**config.mk**
```make
export PLATFORM = sky130hd
export DESIGN_NAME = address_gen_stack_check
export DESIGN_NICKNAME = d
export VERILOG_FILES = /design/src/shared/agu_pkg.sv /design/src/core/address_gen_stack_check.sv /design/src/core/ram_guard.sv
export SDC_FILE = /design/constraint.sdc
export NUM_CORES = 1
export LEC_CHECK = 0
export BUFFER_PORTS_ARGS = -buffer_cell sky130_fd_sc_hd__buf_2
export CAP_MARGIN = 15
export CELL_PAD_IN_SITES_DETAIL_PLACEMENT = 2
export CELL_PAD_IN_SITES_GLOBAL_PLACEMENT = 2
export CORE_MARGIN = 1
export CORE_UTILIZATION = 30
export CTS_BUF_LIST = sky130_fd_sc_hd__clkbuf_2
export DETAILED_ROUTE_END_ITERATION = 10
export GPL_ROUTABILITY_DRIVEN = 1
export PLACE_DENSITY_LB_ADDON = 0.08
export SLEW_MARGIN = 20
export SYNTH_ARGS = -nofsm -noshare
export SYNTH_HDL_FRONTEND = slang
export SYNTH_HIERARCHICAL = 1
export SYNTH_SLANG_ARGS = --single-unit
```
**constraint.sdc**
```tcl
create_clock -name ref_clk_i -period 8.7 [get_ports ref_clk_i]
set_input_delay 1.305 -clock ref_clk_i [delete_from_list [all_inputs] [get_ports ref_clk_i]]
set_output_delay 1.305 -clock ref_clk_i [all_outputs]
set_load 0.1 [all_outputs]
```
**src/shared/agu_pkg.sv**
```systemverilog
// constants and types for the address generator with stack checking
// assumes a 16-bit data space with byte addresses and word-aligned stack
package agu_pkg;
  localparam int unsigned ADDR_W = 16;
  localparam int unsigned FILE_ADDR_W = 13;
  localparam int unsigned SHORT_LIT_W = 5;
  localparam int unsigned LONG_LIT_W = 10;
  localparam int unsigned REG_IDX_W = 4;
  localparam logic [3:0] STACK_PTR_IDX = 4'hf;
  localparam logic [3:0] FIRST_DEFAULT_WORKING_REG_IDX = 4'h0;
  localparam logic [15:0] UNDERFLOW_FLOOR = 16'h0800;
  localparam logic [15:0] WORD_STEP = 16'h0002;
  localparam logic [15:0] ADDR_RESET = 16'h0000;
  localparam logic [15:0] SP_RESET = 16'h0800;

  // addressing modes as delivered by the decoder
  typedef enum logic [2:0] {
    MODE_FILE_DIRECT = 3'h0,
    MODE_REG_DIRECT = 3'h1,
    MODE_INDIRECT = 3'h2,
    MODE_POST_MOD = 3'h3,
    MODE_PRE_MOD = 3'h4,
    MODE_REG_OFFSET = 3'h5,
    MODE_LIT_OFFSET = 3'h6,
    MODE_LITERAL = 3'h7
  } addr_mode_t;

  // stack operations
  typedef enum logic [1:0] {
    STK_NONE = 2'h0,
    STK_PUSH_CALL = 2'h1,
    STK_PUSH_EXC = 2'h2,
    STK_POP = 2'h3
  } stack_op_t;

  // access state, one-hot
  typedef enum logic [2:0] {
    ST_IDLE = 3'b001,
    ST_PUSH_HI = 3'b010,
    ST_DONE = 3'b100
  } seq_state_t;
endpackage

```
**src/core/address_gen_stack_check.sv**
```systemverilog
// effective-address generator with software stack checks and ram gating
// assumes the decoder holds its request one cycle and the register file
// supplies pointer and base operand values in that same cycle
`timescale 1ns/1ps
`default_nettype none
module address_gen_stack_check
  import agu_pkg::*;
#(
  parameter int unsigned DATA_W = 16
)
(
  // clock and reset
  input wire logic ref_clk_i,
  input wire logic rst_n_i,
  // decoded instruction
  input wire logic req_i,
  input wire addr_mode_t mode_i,
  input wire logic is_move_i,
  input wire logic is_mul_i,
  input wire logic dest_is_default_working_reg_i,
  input wire logic [FILE_ADDR_W-1:0] file_addr_i,
  input wire logic [ADDR_W-1:0] move_addr_i,
  input wire logic [REG_IDX_W-1:0] ptr_idx_i,
  input wire logic [ADDR_W-1:0] ptr_val_i,
  input wire logic [ADDR_W-1:0] base_val_i,
  input wire logic [LONG_LIT_W-1:0] literal_i,
  input wire logic long_literal_i,
  input wire logic signed [ADDR_W-1:0] modifier_i,
  // stack operations
  input wire stack_op_t stack_op_i,
  input wire logic [22:0] pc_i,
  input wire logic [7:0] status_low_byte_i,
  input wire logic limit_wr_i,
  input wire logic [ADDR_W-1:0] limit_data_i,
  // ram protection
  input wire logic boot_prot_en_i,
  input wire logic [ADDR_W-1:0] boot_ram_lo_i,
  input wire logic [ADDR_W-1:0] boot_ram_hi_i,
  input wire logic exec_in_boot_i,
  input wire logic sec_prot_en_i,
  input wire logic [ADDR_W-1:0] sec_ram_lo_i,
  input wire logic [ADDR_W-1:0] sec_ram_hi_i,
  input wire logic exec_in_secure_i,
  // to data memory
  output logic mem_valid_o,
  output logic mem_write_o,
  output logic [ADDR_W-1:0] mem_addr_o,
  output logic [DATA_W-1:0] mem_wdata_o,
  output logic mem_denied_o,
  output logic [DATA_W-1:0] literal_o,
  output logic literal_valid_o,
  // pointer write-back
  output logic ptr_wb_o,
  output logic [REG_IDX_W-1:0] ptr_wb_idx_o,
  output logic [ADDR_W-1:0] ptr_wb_val_o,
  output logic [REG_IDX_W-1:0] result_reg_o,
  output logic result_to_reg_o,
  // traps and stack view
  output logic stack_trap_o,
  output logic [ADDR_W-1:0] stack_ptr_o,
  output logic [ADDR_W-1:0] stack_limit_o
);
  typedef struct packed {
    seq_state_t st;
    logic [ADDR_W-1:0] sp;
    logic [ADDR_W-1:0] limit;
    logic [15:0] hi_word;
    logic mem_valid;
    logic mem_write;
    logic [ADDR_W-1:0] mem_addr;
    logic [DATA_W-1:0] wdata;
    logic denied;
    logic [DATA_W-1:0] lit;
    logic lit_valid;
    logic ptr_wb;
    logic [REG_IDX_W-1:0] wb_idx;
    logic [ADDR_W-1:0] wb_val;
    logic [REG_IDX_W-1:0] res_reg;
    logic res_to_reg;
    logic trap;
  } agu_state_t;

  agu_state_t q_r;
  agu_state_t q_nxt;
  logic [ADDR_W-1:0] ea;
  logic uses_sp;
  logic access;
  logic deny;
  logic [ADDR_W-1:0] ptr_cur;
  logic [ADDR_W-1:0] stepped;
  logic at_or_over;

  // the stack pointer is kept locally so pushes and pops see it directly
  assign ptr_cur = (ptr_idx_i == STACK_PTR_IDX) ? q_r.sp : ptr_val_i;
  assign stepped = ptr_cur + modifier_i;

  // effective address per mode
  always_comb
  begin
    ea = ADDR_RESET;
    case (mode_i)
      MODE_FILE_DIRECT:
      begin
        // move reaches the full space; others only the near 8 KiB
        ea = is_move_i ? move_addr_i : {3'h0, file_addr_i};
      end
      MODE_INDIRECT: ea = ptr_cur;
      MODE_POST_MOD: ea = ptr_cur;
      MODE_PRE_MOD: ea = stepped;
      MODE_REG_OFFSET: ea = ptr_cur + base_val_i;
      MODE_LIT_OFFSET: ea = ptr_cur + {6'h00, literal_i};
      default: ea = ADDR_RESET;
    endcase
  end

  assign access = req_i && (mode_i != MODE_REG_DIRECT) && (mode_i != MODE_LITERAL);
  assign uses_sp = access && (mode_i != MODE_FILE_DIRECT) && (ptr_idx_i == STACK_PTR_IDX);
  // strictly above limit traps, so a word pushed at the limit passes
  assign at_or_over = q_r.sp > q_r.limit;

  ram_guard ram_guard_i (
    .addr_i(ea),
    .access_i(access || (stack_op_i != STK_NONE)),
    .boot_prot_en_i(boot_prot_en_i),
    .boot_ram_lo_i(boot_ram_lo_i),
    .boot_ram_hi_i(boot_ram_hi_i),
    .exec_in_boot_i(exec_in_boot_i),
    .sec_prot_en_i(sec_prot_en_i),
    .sec_ram_lo_i(sec_ram_lo_i),
    .sec_ram_hi_i(sec_ram_hi_i),
    .exec_in_secure_i(exec_in_secure_i),
    .deny_o(deny)
  );

  // next-state logic; stack ops take priority over decoded data accesses
  always_comb
  begin
    q_nxt = q_r;
    q_nxt.mem_valid = 1'b0;
    q_nxt.mem_write = 1'b0;
    q_nxt.ptr_wb = 1'b0;
    q_nxt.lit_valid = 1'b0;
    q_nxt.trap = 1'b0;
    q_nxt.denied = 1'b0;
    q_nxt.res_to_reg = 1'b0;
    if (limit_wr_i)
    begin
      q_nxt.limit = {limit_data_i[ADDR_W-1:1], 1'b0};
    end
    case (q_r.st)
      ST_IDLE:
      begin
        if (stack_op_i == STK_PUSH_CALL || stack_op_i == STK_PUSH_EXC)
        begin
          // low pc word first, upper word on the next cycle
          q_nxt.mem_valid = 1'b1;
          q_nxt.mem_write = 1'b1;
          q_nxt.mem_addr = q_r.sp;
          q_nxt.wdata = {pc_i[15:1], 1'b0};
          q_nxt.sp = q_r.sp + WORD_STEP;
          q_nxt.trap = at_or_over || (q_r.sp < UNDERFLOW_FLOOR);
          q_nxt.hi_word = (stack_op_i == STK_PUSH_EXC) ?
                          {status_low_byte_i, 1'b0, pc_i[22:16]} :
                          {9'h000, pc_i[22:16]};
          q_nxt.st = ST_PUSH_HI;
        end
        else if (stack_op_i == STK_POP)
        begin
          q_nxt.sp = q_r.sp - WORD_STEP;
          q_nxt.mem_valid = 1'b1;
          q_nxt.mem_addr = q_r.sp - WORD_STEP;
          q_nxt.trap = ((q_r.sp - WORD_STEP) < UNDERFLOW_FLOOR);
        end
        else if (req_i)
        begin
          q_nxt.mem_valid = access && !deny;
          q_nxt.denied = deny;
          q_nxt.mem_addr = ea;
          q_nxt.res_reg = (mode_i == MODE_FILE_DIRECT) ? FIRST_DEFAULT_WORKING_REG_IDX : ptr_idx_i;
          q_nxt.res_to_reg = (mode_i == MODE_FILE_DIRECT) && dest_is_default_working_reg_i && !is_mul_i;
          // base register operand passes register direct; literals go out
          q_nxt.lit = long_literal_i ? {6'h00, literal_i} :
                      {11'h000, literal_i[SHORT_LIT_W-1:0]};
          q_nxt.lit_valid = (mode_i == MODE_LITERAL);
          if (uses_sp)
          begin
            q_nxt.trap = (ea > q_r.limit) || (ea < UNDERFLOW_FLOOR);
          end
          if (mode_i == MODE_POST_MOD || mode_i == MODE_PRE_MOD)
          begin
            q_nxt.ptr_wb = 1'b1;
            q_nxt.wb_idx = ptr_idx_i;
            q_nxt.wb_val = stepped;
            if (ptr_idx_i == STACK_PTR_IDX)
            begin
              q_nxt.sp = {stepped[ADDR_W-1:1], 1'b0};
            end
          end
        end
      end
      ST_PUSH_HI:
      begin
        q_nxt.mem_valid = 1'b1;
        q_nxt.mem_write = 1'b1;
        q_nxt.mem_addr = q_r.sp;
        q_nxt.wdata = q_r.hi_word;
        q_nxt.sp = q_r.sp + WORD_STEP;
        q_nxt.trap = at_or_over;
        q_nxt.st = ST_DONE;
      end
      ST_DONE: q_nxt.st = ST_IDLE;
      default: q_nxt.st = ST_IDLE;
    endcase
  end

  // single register stage; the limit keeps its value through reset
  always_ff @(posedge ref_clk_i)
  begin
    if (!rst_n_i)
    begin
      q_r <= '0;
      q_r.st <= ST_IDLE;
      q_r.sp <= SP_RESET;
      q_r.limit <= q_nxt.limit;
    end
    else
    begin
      q_r <= q_nxt;
    end
  end

  assign mem_valid_o = q_r.mem_valid;
  assign mem_write_o = q_r.mem_write;
  assign mem_addr_o = q_r.mem_addr;
  assign mem_wdata_o = q_r.wdata;
  assign mem_denied_o = q_r.denied;
  assign literal_o = q_r.lit;
  assign literal_valid_o = q_r.lit_valid;
  assign ptr_wb_o = q_r.ptr_wb;
  assign ptr_wb_idx_o = q_r.wb_idx;
  assign ptr_wb_val_o = q_r.wb_val;
  assign result_reg_o = q_r.res_reg;
  assign result_to_reg_o = q_r.res_to_reg;
  assign stack_trap_o = q_r.trap;
  assign stack_ptr_o = q_r.sp;
  assign stack_limit_o = q_r.limit;

  a_call_top_clear: assert property (@(posedge ref_clk_i) disable iff (!rst_n_i)
    (q_r.st == ST_IDLE && stack_op_i == STK_PUSH_CALL) |-> ##2 mem_wdata_o[15] == 1'b0)
    else $error("call push upper word has top bit set");
  a_push_steps_up: assert property (@(posedge ref_clk_i) disable iff (!rst_n_i)
    (q_r.st == ST_IDLE && stack_op_i == STK_PUSH_CALL) |=>
    stack_ptr_o == $past(q_r.sp) + 16'h0002)
    else $error("push did not post-increment");
  a_pop_predec: assert property (@(posedge ref_clk_i) disable iff (!rst_n_i)
    (q_r.st == ST_IDLE && stack_op_i == STK_POP) |=>
    mem_addr_o == stack_ptr_o && mem_valid_o)
    else $error("pop address not pre-decremented");
  a_limit_even: assert property (@(posedge ref_clk_i) disable iff (!rst_n_i)
    limit_wr_i |=> stack_limit_o == {$past(limit_data_i[15:1]), 1'b0})
    else $error("limit low bit not cleared");
  a_underflow_trap: assert property (@(posedge ref_clk_i) disable iff (!rst_n_i)
    (q_r.st == ST_IDLE && stack_op_i == STK_POP && q_r.sp < 16'h0802) |=> stack_trap_o)
    else $error("underflow missed");
  a_file_near: assert property (@(posedge ref_clk_i) disable iff (!rst_n_i)
    (q_r.st == ST_IDLE && stack_op_i == STK_NONE && req_i && mode_i == MODE_FILE_DIRECT
     && !is_move_i && !deny) |=> mem_addr_o < 16'h2000)
    else $error("file address outside near space");
  a_boot_gate: assert property (@(posedge ref_clk_i) disable iff (!rst_n_i)
    (mem_denied_o) |-> !mem_valid_o)
    else $error("denied access reached memory");
  a_exc_status: assert property (@(posedge ref_clk_i) disable iff (!rst_n_i)
    (q_r.st == ST_IDLE && stack_op_i == STK_PUSH_EXC) |-> ##2
    mem_wdata_o[15:8] == $past(status_low_byte_i, 2))
    else $error("status byte missing from exception push");
  // foreign code pointing into a protected range must be refused in the answer cycle
  a_boot_denied: assert property (@(posedge ref_clk_i) disable iff (!rst_n_i)
    (q_r.st == ST_IDLE && stack_op_i == STK_NONE && req_i && mode_i == MODE_INDIRECT
     && ptr_idx_i != STACK_PTR_IDX && boot_prot_en_i && !exec_in_boot_i
     && ptr_val_i >= boot_ram_lo_i && ptr_val_i <= boot_ram_hi_i) |=>
    mem_denied_o && !mem_valid_o)
    else $error("boot secure ram reached from foreign code");
  a_sec_denied: assert property (@(posedge ref_clk_i) disable iff (!rst_n_i)
    (q_r.st == ST_IDLE && stack_op_i == STK_NONE && req_i && mode_i == MODE_INDIRECT
     && ptr_idx_i != STACK_PTR_IDX && sec_prot_en_i && !exec_in_secure_i
     && ptr_val_i >= sec_ram_lo_i && ptr_val_i <= sec_ram_hi_i) |=>
    mem_denied_o && !mem_valid_o)
    else $error("secure segment ram reached from foreign code");
endmodule
`default_nettype wire

```
**src/core/ram_guard.sv**
```systemverilog
// secure ram segment gate: decides whether an address may be touched
// assumes segment bounds and enables come from configuration, held stable
`timescale 1ns/1ps
`default_nettype none
module ram_guard
  import agu_pkg::*;
(
  // address under test
  input wire logic [ADDR_W-1:0] addr_i,
  input wire logic access_i,
  // boot secure segment
  input wire logic boot_prot_en_i,
  input wire logic [ADDR_W-1:0] boot_ram_lo_i,
  input wire logic [ADDR_W-1:0] boot_ram_hi_i,
  input wire logic exec_in_boot_i,
  // secure segment
  input wire logic sec_prot_en_i,
  input wire logic [ADDR_W-1:0] sec_ram_lo_i,
  input wire logic [ADDR_W-1:0] sec_ram_hi_i,
  input wire logic exec_in_secure_i,
  // verdict
  output logic deny_o
);
  logic in_boot;
  logic in_sec;

  // range checks are inclusive on both bounds
  assign in_boot = (addr_i >= boot_ram_lo_i) && (addr_i <= boot_ram_hi_i);
  assign in_sec = (addr_i >= sec_ram_lo_i) && (addr_i <= sec_ram_hi_i);
  // only the owning code segment may reach a protected segment
  assign deny_o = access_i && ((boot_prot_en_i && in_boot && !exec_in_boot_i) ||
                  (sec_prot_en_i && in_sec && !exec_in_secure_i));
endmodule
`default_nettype wire

```
==> flow_summary.yaml <==
global_route:
  grt_overflow: 0
  grt_pass1_vias: 11500
  grt_max_degree: 81
  grt_pass1_wl_mm: 68.8
  antenna_found_initial: 5
  track_usage_pct: 25.1
yosys:
  ys_ff_latch: 121
  syn-mean-instance-area_um2: 7.64
  synthesis.area_um2: 10900
  synth_edf_count: 15
  ys_seq_area_share_pct: 23.6
  synth_flop_cell: "dfxtp_1"
  ys.warnings.count: 6
  yosysTopAreaCell: "dfxtp_1"
  synth.distinct_cells: 80
  synth_top_area_share_pct: 19.4
  netlist_instances: 1429
  async_flop_share_pct: 0
  synthTopCellsByArea: "dfxtp_1, ha_1, a21oi_1"
finish:
  fillers: 4330
  multiInputGateArea_um2: 6950
  ff_latch_area_um2: 2570
  drive_above_1_share_pct: 25.5
  final_nets: 1972
  mostFrequentLayoutCell: "buf_2"
  area_growth_pct: 13.8
  layout_common_cells: "buf_2, a21oi_1, nand2_1"
detailed_routing:
  firstDrtPassIters: 8
  avgRoutedWirePerCell_um: 22.3
  routed_via_density: 5.31
  drc_errors: 18
  vias: 11148
  drt-total-wl_mm: 46.8
  drtAntennaViolNets: 0
  drtIter0Drc: 516
cts:
  cts.repair.resized: 0
  cts_tree: "yes"
  ctsHoldBuffers: 0
  clkTransAtPathRegs_ps: 200
  post_cts_buffers: 0
  clockRootBuffer: "clkbuf_2"
  numCtsBuffers: 17
  cts_sinks: 121
  htreeDepth: 4
  clk_path_buf_depth: 2
  clock_latency_ps: 800
floorplanning:
  die-area_um2: 37200
  coreArea_um2: 35700
  io_pins: 330
  die_h_um: 193
  die_x_um: 193
  initial_core_util_pct: 30.6
  num_rows: 69
min_path:
  min_path_type: "reg2reg"
timing:
  setup-violations-final: 0
  max-slew-margin-rel_pct: 35.3
  period_share_pct: 77.1
  fin_skew_ps: 60.8
  tightest_slew_ps: 970
  setup_tns_ps: 0
  rsz0062_at_grt: "false"
  finalCriticalPeriod_ps: 6710
  drv_slew: 0
  fmax_ghz: 0.149
  hold_violations: 0
  postLayoutSetupSlackWorst_ps: 1990
placement:
  io_buffers: 319
  finalWeightedCongestion: 0.850
  dp_hpwl_mm: 37.2
  pre_cts_slack_ps: 1030
outcome:
  violations: "design-rule violations"
  outcome: "finished with violations"
pwr:
  leakage_nw: 5.92
  power_density_nw_per_um2: 175
  ir_worst_vdd_mv: 0.0654
worst_setup_path:
  end_kind: "flip-flop"
  cp_max_fo: 16
  startpoint_type: "input port"
  worst_ep_required_time_ps: 9350
  cp.arrival_ps: 7360
  path_class: "in2reg"
run:
  drv_cap: 0
-- critical path, cell delays in order --
cell	delay, ps
buf_2	230
nand3b_1	600
mux2_2	420
ha_1	200
inv_1	70
fa_1	400
nand2b_1	180
a21oi_1	250
a21oi_1	200
o31ai_1	330
xor2_1	100
a221oi_1	390
nand3_1	430
ha_1	480
nand4_1	160
nor2_1	70
a221o_1	320
o31a_1	360
a2111oi_2	260
o21a_1	230
o21ai_0	100
a21oi_1	180
nor2_1	80
-- cell usage after synthesis (4+ instances only) --
| master | n |
|---|---|
| a21oi_1 | 163 |
| nand2_1 | 162 |
| ha_1 | 130 |
| dfxtp_1 | 106 |
| buf_4 | 104 |
| inv_1 | 98 |
| nor2_1 | 82 |
| o21ai_0 | 80 |
| clkbuf_1 | 65 |
| nand3_1 | 53 |
| a22oi_1 | 27 |
| mux2_2 | 23 |
| nor3_1 | 21 |
| nand4_1 | 19 |
| xnor2_1 | 19 |
| mux2i_1 | 18 |
| a21o_1 | 17 |
| nand2b_1 | 16 |
| xor2_1 | 16 |
| edfxtp_1 | 15 |
| o211ai_1 | 15 |
| and3_1 | 12 |
| and2_1 | 11 |
| a31oi_1 | 10 |
| nor2b_1 | 8 |
| o21ai_1 | 8 |
| o22ai_1 | 8 |
| a221o_1 | 7 |
| a221oi_1 | 7 |
| a211oi_1 | 6 |
| nor3b_1 | 6 |
| or3_1 | 6 |
| buf_1 | 5 |
| o221ai_1 | 5 |
| a21boi_0 | 4 |
| a22o_1 | 4 |
| o21bai_1 | 4 |
| or3b_2 | 4 |
-- stage by stage --
step	hold WS [ps]	area, µm²	utilization (%)	cells	total power, mW
finish	467	12400	34.8	2098	2.17
detailed placement	451	12200	34.3	2063	1.87
CTS	473	12400	34.8	2094	2.19
global route	485	12400	34.8	2098	2.31
floorplan	432	10900	-	1436	1.55
global placement	437	12200	34.3	2063	1.85
-- layer usage --
| layer | part of all wire (%) | wire length, µm | track usage, % | vias to the layer above |
|---|---|---|---|---|
| met5 | 0.028 | 13 | 0 | - |
| met4 | 2.7 | 1240 | 8.00 | 2 |
| met3 | 5.1 | 2380 | 4.07 | 46 |
| met2 | 48 | 22500 | 42.3 | 263 |
| met1 | 44 | 20700 | 32.4 | 5465 |
| li1 | - | - | - | 5372 |
-- final timing paths --
| check | from | to | slack, ps | depth (start not counted) |
|---|---|---|---|---|
| worst max-delay path | mode_i[2] | mem_valid_o$_SDFF_PN0_ | 1990 | 23 |
| worst min register to register | mem_wdata_o[12]$_SDFFE_PN0P_ | mem_wdata_o[12]$_SDFFE_PN0P_ | 470 | 2 |
| worst min-delay path | mem_wdata_o[12]$_SDFFE_PN0P_ | mem_wdata_o[12]$_SDFFE_PN0P_ | 470 | 2 |
| worst max register to register | stack_ptr_o[2]$_SDFFE_PN0P_ | mem_valid_o$_SDFF_PN0_ | 2620 | 20 |
-- power by group --
group | leakage, nW | internal (mW) | switching [mW]
registers | 1.01 | 0.611 | 0.0557
clock network | 0.115 | 0.0756 | 0.231
logic | 4.79 | 0.338 | 0.857
total | 5.92 | 1.02 | 1.14
-- area by class of cell --
class / count / area share, %
clock inverter: 9 / 0.423
tap: 461 / 4.64
clock buffer: 22 / 0.886
sequential: 121 / 20.7
inverter: 99 / 2.99
multi-input combinational: 1039 / 56.0
timing repair buffer: 343 / 14.3
antenna: 4 / 0.0806
-- sequential cells by signal, indices dropped and copies added, names as in the netlist, 4 cells and up --
signal / flops
mem_addr_o: 16
ptr_wb_idx_o: 4
ptr_wb_val_o: 16
result_reg_o: 4
mem_wdata_o: 16
stack_ptr_o: 15
stack_limit_o: 15
q_r: 18
literal_o: 10
-- logic make-up (layout without fill, tap and decap cells) --
kind of cell | after synthesis | in the layout | synth area share [%]
xor+xnor | 35 | 35 | 2.81
fa+ha+maj | 132 | 132 | 15.3
other cells | 1 | 12 | 0.0344
compound gates | 405 | 405 | 23.1
buf+inv | 276 | 473 | 13.2
mux | 41 | 41 | 4.02
simple gates | 418 | 418 | 18.0
flops | 121 | 121 | 23.6
(Power assumes the default switching activity.)
